[src/core/refresh_cfg.svh]
// offsets, field positions, reset values and interval counts
`ifndef REFRESH_CFG_SVH
`define REFRESH_CFG_SVH

// ----------------------------------------------------------------
// register map
// ----------------------------------------------------------------
`define RC_ADDR_REFRESH_CONTROL 8'h36

// ----------------------------------------------------------------
// refresh_control fields
// ----------------------------------------------------------------
`define RC_BIT_REFRESH_ON 7
`define RC_BIT_EXTRA_WAIT 6
`define RC_BIT_SEL_HI 1
`define RC_BIT_SEL_LO 0

// ----------------------------------------------------------------
// reset values
// ----------------------------------------------------------------
`define RC_RST_REFRESH_ON 1'b1
`define RC_RST_EXTRA_WAIT 1'b1
`define RC_RST_INTERVAL_SEL 2'h0
`define RC_RST_ADDR 8'h00

// ----------------------------------------------------------------
// interval counts in clock states
// ----------------------------------------------------------------
`define RC_INTERVAL_00 7'h0A
`define RC_INTERVAL_01 7'h14
`define RC_INTERVAL_10 7'h28
`define RC_INTERVAL_11 7'h50

`endif

[src/core/refresh_pkg.sv]
// types shared by the refresh controller and its interval timer
package refresh_pkg;

    typedef enum logic [1:0] {
        RS_IDLE,
        RS_T1,
        RS_TW,
        RS_T2
    } ref_state_t;

    typedef struct packed {
        logic [6:0] count;
        logic expire;
    } timer_state_t;

    typedef struct packed {
        logic rst_meta;
        logic rst_sync;
    } rst_sync_t;

    typedef struct packed {
        logic refresh_on;
        logic refresh_extra_wait;
        logic interval_select_hi;
        logic interval_select_lo;
        logic pending;
        ref_state_t state;
        logic [7:0] addr;
        logic busy;
        logic strobe_n;
        logic wait_state;
        logic [7:0] rdata;
    } ctrl_state_t;

endpackage

[src/core/dram_refresh_controller.sv]
// dynamic RAM refresh controller with its control register
// Functional notes
// - refresh_on clear inserts no refresh; set inserts them at the interval.
// - refresh cycle is two clocks, three with refresh_extra_wait set.
// - interval select 00/01/10/11 gives 10/20/40/80 clock states.
// - reset sets refresh_on and extra wait, clears interval select.
// - no refresh during reset, bus grant, sleep or wait states.
// - timer runs during bus grant; next refresh follows the timer.
// - request during sleep is latched, newer replaces older, none issued.
// - latched request issues at end of first machine cycle after sleep.
// - after that cycle, next refresh timing comes from timer only.
// - refresh address advances only on a performed refresh cycle.
// - each refresh cycle address is previous refresh address plus one.
`timescale 1ns/1ns
`include "refresh_cfg.svh"

module dram_refresh_controller
    import refresh_pkg::*;
(
    input wire logic CLK,
    input wire logic RSTN,
    // internal I/O access
    input wire logic [7:0] IO_ADDR,
    input wire logic [7:0] IO_WDATA,
    input wire logic IO_WR,
    input wire logic IO_RD,
    output logic [7:0] IO_RDATA,
    // processor bus status
    input wire logic MCYCLE_END,
    input wire logic BUS_GRANTED,
    input wire logic SLEEP,
    input wire logic WAIT_STATE,
    // refresh bus cycle
    output logic REF_BUSY,
    output logic REF_STROBE_N,
    output logic REF_WAIT,
    output logic [7:0] REF_ADDR
);

    // ----------------------------------------------------------------
    // reset release
    // ----------------------------------------------------------------
    rst_sync_t rs;
    logic rst_n;

    // only the second flop feeds the design
    always_ff @(posedge CLK or negedge RSTN) begin
        if (!RSTN) begin
            rs <= '0;
        end else begin
            rs.rst_meta <= 1'b1;
            rs.rst_sync <= rs.rst_meta;
        end
    end

    assign rst_n = rs.rst_sync;

    // ----------------------------------------------------------------
    // state
    // ----------------------------------------------------------------
    ctrl_state_t cur;
    ctrl_state_t next_cur;
    logic tick;
    logic reg_hit;
    logic [7:0] reg_value;
    logic may_insert;
    logic start_cycle;

    // ----------------------------------------------------------------
    // reset values
    // ----------------------------------------------------------------
    localparam logic [1:0] rst_sel = `RC_RST_INTERVAL_SEL;

    // ----------------------------------------------------------------
    // interval timer
    // ----------------------------------------------------------------
    // keeps counting through bus grant and sleep
    refresh_timer u_timer (
        .clk(CLK),
        .rst_n(rst_n),
        .run(cur.refresh_on),
        .sel({cur.interval_select_hi, cur.interval_select_lo}),
        .expire(tick)
    );

    // ----------------------------------------------------------------
    // register view
    // ----------------------------------------------------------------
    assign reg_hit = (IO_ADDR == `RC_ADDR_REFRESH_CONTROL);

    always_comb begin
        reg_value = 8'h00;
        reg_value[`RC_BIT_REFRESH_ON] = cur.refresh_on;
        reg_value[`RC_BIT_EXTRA_WAIT] = cur.refresh_extra_wait;
        reg_value[`RC_BIT_SEL_HI] = cur.interval_select_hi;
        reg_value[`RC_BIT_SEL_LO] = cur.interval_select_lo;
    end

    // ----------------------------------------------------------------
    // insertion gate
    // ----------------------------------------------------------------
    // a refresh cycle slots in only at a machine cycle boundary
    assign may_insert = MCYCLE_END
        && !BUS_GRANTED
        && !SLEEP
        && !WAIT_STATE;

    // ----------------------------------------------------------------
    // cycle start
    // ----------------------------------------------------------------
    // one term shared by the latch clear and the sequencer
    assign start_cycle = cur.refresh_on && cur.pending && may_insert
        && (cur.state == RS_IDLE);

    // ----------------------------------------------------------------
    // next state
    // ----------------------------------------------------------------
    always_comb begin
        next_cur = cur;

        // register write
        if (IO_WR && reg_hit) begin
            next_cur.refresh_on = IO_WDATA[`RC_BIT_REFRESH_ON];
            next_cur.refresh_extra_wait = IO_WDATA[`RC_BIT_EXTRA_WAIT];
            next_cur.interval_select_hi = IO_WDATA[`RC_BIT_SEL_HI];
            next_cur.interval_select_lo = IO_WDATA[`RC_BIT_SEL_LO];
        end

        // register read, unmapped reads return zero
        if (IO_RD && reg_hit) begin
            next_cur.rdata = reg_value;
        end else begin
            next_cur.rdata = 8'h00;
        end

        // request latch
        if (!cur.refresh_on) begin
            next_cur.pending = 1'b0;
        end else if (BUS_GRANTED) begin
            // requests missed under grant are dropped
            next_cur.pending = 1'b0;
        end else if (tick) begin
            // a newer request overwrites the held one
            next_cur.pending = 1'b1;
        end else if (start_cycle) begin
            next_cur.pending = 1'b0;
        end

        // refresh bus cycle sequencer
        case (cur.state)
            RS_IDLE: begin
                next_cur.busy = 1'b0;
                next_cur.strobe_n = 1'b1;
                next_cur.wait_state = 1'b0;
                if (start_cycle) begin
                    next_cur.state = RS_T1;
                    next_cur.busy = 1'b1;
                    next_cur.strobe_n = 1'b0;
                end
            end
            RS_T1: begin
                if (cur.refresh_extra_wait) begin
                    next_cur.state = RS_TW;
                    next_cur.wait_state = 1'b1;
                end else begin
                    next_cur.state = RS_T2;
                end
            end
            RS_TW: begin
                next_cur.state = RS_T2;
                next_cur.wait_state = 1'b0;
            end
            RS_T2: begin
                next_cur.state = RS_IDLE;
                next_cur.busy = 1'b0;
                next_cur.strobe_n = 1'b1;
                // advance only for a cycle actually run
                next_cur.addr = cur.addr + 8'h01;
            end
            default: begin
                next_cur.state = RS_IDLE;
                next_cur.busy = 1'b0;
                next_cur.strobe_n = 1'b1;
                next_cur.wait_state = 1'b0;
            end
        endcase
    end

    // ----------------------------------------------------------------
    // registers
    // ----------------------------------------------------------------
    always_ff @(posedge CLK or negedge rst_n) begin
        if (!rst_n) begin
            cur.refresh_on <= `RC_RST_REFRESH_ON;
            cur.refresh_extra_wait <= `RC_RST_EXTRA_WAIT;
            cur.interval_select_hi <= rst_sel[1];
            cur.interval_select_lo <= rst_sel[0];
            cur.pending <= 1'b0;
            cur.state <= RS_IDLE;
            cur.addr <= `RC_RST_ADDR;
            cur.busy <= 1'b0;
            cur.strobe_n <= 1'b1;
            cur.wait_state <= 1'b0;
            cur.rdata <= 8'h00;
        end else begin
            cur <= next_cur;
        end
    end

    // ----------------------------------------------------------------
    // outputs
    // ----------------------------------------------------------------
    assign IO_RDATA = cur.rdata;
    assign REF_BUSY = cur.busy;
    assign REF_STROBE_N = cur.strobe_n;
    assign REF_WAIT = cur.wait_state;
    assign REF_ADDR = cur.addr;

endmodule

[src/core/refresh_timer.sv]
// free-running refresh interval timer, one pulse per expiry
`timescale 1ns/1ns
`include "refresh_cfg.svh"

module refresh_timer
    import refresh_pkg::*;
(
    input wire logic clk,
    input wire logic rst_n,
    input wire logic run,
    input wire logic [1:0] sel,
    output logic expire
);

    timer_state_t cur;
    timer_state_t nxt;
    logic [6:0] period;

    // ----------------------------------------------------------------
    // interval select
    // ----------------------------------------------------------------
    always_comb begin
        case (sel)
            2'h0: period = `RC_INTERVAL_00;
            2'h1: period = `RC_INTERVAL_01;
            2'h2: period = `RC_INTERVAL_10;
            default: period = `RC_INTERVAL_11;
        endcase
    end

    // ----------------------------------------------------------------
    // count down, reload on expiry
    // ----------------------------------------------------------------
    always_comb begin
        nxt = cur;
        nxt.expire = 1'b0;
        if (!run) begin
            nxt.count = 7'h00;
        end else if (cur.count == 7'h00) begin
            // first expiry one full period after enable
            nxt.count = period - 7'h01;
        end else if (cur.count == 7'h01) begin
            nxt.count = period;
            nxt.expire = 1'b1;
        end else begin
            nxt.count = cur.count - 7'h01;
        end
    end

    always_ff @(posedge clk or negedge rst_n) begin
        if (!rst_n) begin
            cur <= '0;
        end else begin
            cur <= nxt;
        end
    end

    assign expire = cur.expire;

endmodule

[config.mk]
export PLATFORM = sky130hd
export DESIGN_NAME = dram_refresh_controller
export DESIGN_NICKNAME = d
export VERILOG_FILES = /design/src/core/refresh_pkg.sv /design/src/core/dram_refresh_controller.sv /design/src/core/refresh_timer.sv
export VERILOG_INCLUDE_DIRS = /design/src /design/src/core
export SDC_FILE = /design/constraint.sdc
export NUM_CORES = 1
export LEC_CHECK = 0
export BUFFER_PORTS_ARGS = -buffer_cell sky130_fd_sc_hd__buf_2
export CORE_UTILIZATION = 47
export DETAILED_ROUTE_END_ITERATION = 10
export GPL_TIMING_DRIVEN = 1
export PLACE_DENSITY = 0.83
export RECOVER_POWER = 50
export SYNTH_ARGS = -nofsm -noshare
export SYNTH_HDL_FRONTEND = slang
export SYNTH_SLANG_ARGS = --single-unit
[constraint.sdc]
create_clock -name CLK -period 1 [get_ports CLK]
set_input_delay 0.2 -clock CLK [delete_from_list [all_inputs] [get_ports CLK]]
set_output_delay 0.2 -clock CLK [all_outputs]
set_load 0.005 [all_outputs]
* Word-level counts from Yosys, hierarchy flattened
Index checks and enable logic that the tools add are counted.
** Word-level totals
- Bits in registers :: 36
- Input bits :: 24
- Output and inout bits :: 19
- Word-level logic and storage cells :: 65
** Operators by class
- $add $sub $neg :: 3
- Equality and inequality tests :: 10
- Muxes and demuxes :: 19
- Reduce and logical (&&, ||, !) cells :: 18
** Operators with widths (count)
- $mux W7 :: 3
- $pmux W7 S3 :: 1
- $sub A7 B1 Y7 const B :: 2
- $mux W1 :: 9
- $add A8 B1 Y8 const B :: 1
- $eq A8 B6 Y1 const B :: 1
- $logic_and A1 B1 Y1 :: 8
- $mux W8 :: 1
- $pmux W2 S4 :: 1
- $eq A7 B1 Y1 const B :: 1
- $logic_not A7 Y1 :: 1
- $eq A2 B2 Y1 const B :: 3
- $eq A2 B1 Y1 const B :: 2
- $logic_not A2 Y1 :: 2
- $mux W2 :: 2
- $ne A2 B2 Y1 const B :: 2
- $ne A4 B2 Y1 const B :: 1
- $pmux W2 S2 :: 1
- $reduce_bool A2 Y1 :: 2
- $logic_not A1 Y1 :: 3
- $pmux W1 S2 :: 1
- $reduce_and A2 Y1 :: 1
- $reduce_or A2 Y1 :: 1

* Longest topological paths before layout
- Depth after elaboration :: 10
- Mapped depth :: 7
- Mapped depth without buffers :: 6

* Modules after synthesis
From an unflattened synthesis, not the netlist that was laid out.
** Unflattened totals
- Cell total of the unflattened synthesis :: 170
- Area, all modules :: 1816.7 um^2
** Modules (own cells, without submodules)
- dram_refresh_controller :: instances 1, cells an instance 103, area each 1196.1 um^2, seq. area each 604.3 um^2
- refresh_timer :: instances 1, cells an instance 67, area each 620.6 um^2, seq. area each 200.2 um^2

* Least setup slack after synthesis
No wires, ideal clock.
- Path type :: reg-to-reg
- Start point :: register u_timer.cur[5] (netlist bit)
- End point :: register u_timer.cur[4] (netlist bit)
- Setup time :: 126 ps
- Data arrival time :: 1444 ps
- Data required time :: 874 ps
- Setup slack :: -570 ps
- Cell stages (with the launch flop) :: 5
- Buffers on the path :: 0
- Period minus slack after synthesis :: 1570 ps
- Path through :: dfrtp_1 -> or3_4 -> nor3_4 -> nand2_2 -> o311a_1
** RTL lines
- start, declared :: RTL line refresh_timer.sv:15 : timer_state_t cur;
- start signal, assigned :: RTL line refresh_timer.sv:54 : cur <= nxt;

==> flow_metrics.tcl <==
set metrics [dict create \
    outcome "finished, violations left" \
    violations "negative setup slack" \
    grt_util_all_layers 0.286 \
    layout.cells.non_filler 300 \
    post_dp_cell_area_um2 2170 \
    grt_use_met3 0.0876 \
    period_share 1.60 \
    finalSetupTns_ps -10580 \
    power.density_nw_per_um2 1060 \
    hold_path.startpoint "IO_WDATA[6]" \
    max_stage_delay_ps 420 \
    wl_per_cell_um 19.2 \
    grt_pass1_vias 1746 \
    clock_latency_ps 360 \
    grt_util_met1 0.268 \
    ys_seq_elements 32 \
    report.final.slew_viol_count 0 \
    drc 0 \
    grt_start_max_net_pins 31 \
    root_buffer "clkbuf_4" \
    seq_area_frac_synth 0.466 \
    cp_cell_sequence "or3_4 -> nor3_4 -> nand2_2 -> o311a_1" \
    firstDrtPassIters 4 \
    ios 43 \
    crit_buf_inv 0 \
    antenna_left 0 \
    nets 290 \
    viasPerCell 5.51 \
    worstSetupPathType "reg -> reg" \
    power.total_mw 2.88 \
    num_vias 1654 \
    grt_overflow_total 0 \
    grt_pass1_wl_mm 8.20 \
    antenna_found_initial 0 \
    r2r_start "u_timer.cur[3]$_DFF_PN0_" \
    dpl.hpwl_mm 2.64 \
    ir_drop_mv 1.31 \
    die_h_um 62.6 \
    worstMarginPinSlew_ps 674 \
    ctsLongestPathBuffers 2 \
    ys_warn_count 0 \
    layout_setup_ws_ps -604 \
    rsz0062_at_grt "true" \
    skew_ps 21.1 \
    min_period_ps 1600 \
    routabilityCongestion 0.891 \
    cp_top_family "simple AND/OR/NAND/NOR gates" \
    drv_cap 0 \
    h-tree-depth 2 \
    rows 21 \
    cp_max_fo 3 \
    drt_iter0_drc 125 \
    antenna_cells 0 \
    cp.arrival_ps 1850 \
    cts.sinks 32 \
    cts_tree "done" \
    port_buffers 34 \
    hold_violations 0 \
    postSynthAreaPerCell_um2 10.5 \
    critPathLaunch "u_timer.cur[3]$_DFF_PN0_" \
    hp-class "in -> reg" \
    area_growth_pct 57.6 \
    start_kind "flip-flop" \
    setup_viol 37 \
    dieArea_um2 3920 \
    ys_types 41 \
    synth_cells 165 \
    critPathRequiredTime_ps 1250 \
    leakage_nw 1.39 \
    cts_buffers 5 \
    crit_slowest_cell "dfrtp_1" \
    fmax_mhz 623 \
    wl_mm 5.76 \
    max-slew-margin-rel 0.551 \
    post-route-util 0.797 \
    initial_core_util 0.505 \
    cp-end-kind "flip-flop" \
    final_layout_size_suffix_gt1_frac 0.598 \
    place_inst 265 \
    grt-busiest-layer "met2" \
    core-area_um2 3420 \
    use_met2 0.526 \
    netlist_area_um2 1730 \
    die_w_um 62.6 \
    path_clk_slew_ps 110 \
    final_area_um2 2720 \
]
[placed cells by master, fill, tap and decap left out, drive strengths merged, types with 2 or more instances in the layout]
cell type / Yosys / final
a211oi: 2 / 2
nand2: 10 / 10
conb: 2 / 5
o21ai: 5 / 5
nor3: 9 / 9
dfstp: 3 / 3
a21oi: 5 / 5
dfrtp: 29 / 29
a31oi: 3 / 3
nand4: 4 / 4
nor2: 12 / 12
ha: 13 / 13
nor4: 2 / 2
xor2: 4 / 4
buf: 16 / 94
xnor2: 5 / 5
mux2: 5 / 5
o211ai: 2 / 2
clkbuf: 2 / 6
inv: 13 / 13
[metal layers]
| layer | routed length, µm | share of wire |
|---|---|---|
| met5 | 0 | 0 |
| met4 | 433 | 0.075 |
| met1 | 1950 | 0.34 |
| met3 | 321 | 0.056 |
| met2 | 3060 | 0.53 |
[registers in the layout, indices dropped and copies added (netlist names)]
signal          cells
IO_RDATA            4
REF_ADDR            8
REF_BUSY            1
REF_STROBE_N        1
REF_WAIT            1
cur                 7
rs                  1
rst_n               1
u_timer.cur         7
u_timer.expire      1
[through the flow]
stage / setup WS, ps / hold slack (ps)
after floorplan: -568 / -95.6
after global placement: -539 / -13.1
after detailed placement: -565 / -12.1
after CTS: -552 / 74.1
after global routing: -636 / 84.1
final: -604 / 77.3
[final timing paths]
check                                                 to  slack [ps]  cells past startpoint
min in group asynchronous                rs[1]$_DFF_PN0_         160                      2
max in group asynchronous       u_timer.cur[1]$_DFF_PN0_         190                      1
worst max-delay path            u_timer.cur[4]$_DFF_PN0_        -600                      4
worst max register to register  u_timer.cur[4]$_DFF_PN0_        -600                      4
worst min-delay path                 cur[24]$_DFFE_PN1P_          80                      2
worst min register to register      REF_BUSY$_DFFE_PN0P_         340                      1
[worst reg2reg max path, stage by stage, from the launching register on]
cell	delay, ps
dfrtp_1	420
or3_4	420
nor3_4	180
nand2_2	110
o311a_1	370
[power breakdown]
group	total, mW	internal (mW)	leakage, nW	switching (mW)
clock network	1.03	0.521	0.0412	0.511
logic	0.509	0.244	0.924	0.265
registers	1.34	1.32	0.422	0.0208
total	2.88	2.08	1.39	0.797
[Yosys cell counts]
cell,count,share of area
a211oi_1,2,0.0087
a21o_1,1,0.0043
a21oi_1,5,0.014
a22oi_1,1,0.0043
a31o_2,1,0.0051
a31oi_1,3,0.011
a32o_1,1,0.0058
a41oi_1,1,0.0051
and3_1,1,0.0036
buf_4,16,0.070
clkbuf_1,2,0.0043
conb_1,2,0.0043
dfrtp_1,29,0.42
dfstp_2,3,0.046
ha_1,13,0.094
inv_1,13,0.028
mux2_2,5,0.033
nand2_1,9,0.020
nand2_2,1,0.0036
nand3_1,1,0.0029
nand3b_1,1,0.0043
nand4_1,4,0.014
nand4bb_1,1,0.0065
nor2_1,12,0.026
nor2b_1,1,0.0036
nor3_1,8,0.023
nor3_4,1,0.0094
nor3b_1,1,0.0043
nor4_1,2,0.0072
nor4b_1,1,0.0051
o2111a_1,1,0.0065
o211ai_1,2,0.0087
o21ai_0,5,0.014
o21bai_1,1,0.0043
o221a_2,1,0.0065
o311a_1,1,0.0058
o31ai_1,1,0.0043
o41ai_1,1,0.0051
or3_4,1,0.0065
xnor2_1,5,0.025
xor2_1,4,0.020
[area by class of cell]
class	instances	area (µm²)
Sequential cell	32	807
Multi-Input combinational cell	105	1010
Inverter	13	51.3
Tap cell	46	57.6
Fill cell	183	694
Timing Repair Buffer	96	719
Clock buffer	5	37.5
Clock inverter	3	42.5
[timing repair]
item | in CTS | in global routing
hold buffers | 1 | 0
hold endpoints to repair | 2 | 0
endpoints found under the setup margin | 38 | 41
pin swaps | 14 | 16
buffers inserted | 20 | 9
gates resized for setup | 38 | 28
[cells by family after synthesis]
group           after synthesis  synth area share
compound gates               28             0.114
xor+xnor                      9            0.0456
fa+ha+maj                    13            0.0942
buf+inv                      31             0.102
flops                        32             0.466
mux                           5            0.0326
other cells                   2           0.00435
simple gates                 45             0.141
No activity file was read; power rests on OpenSTA's default activity.
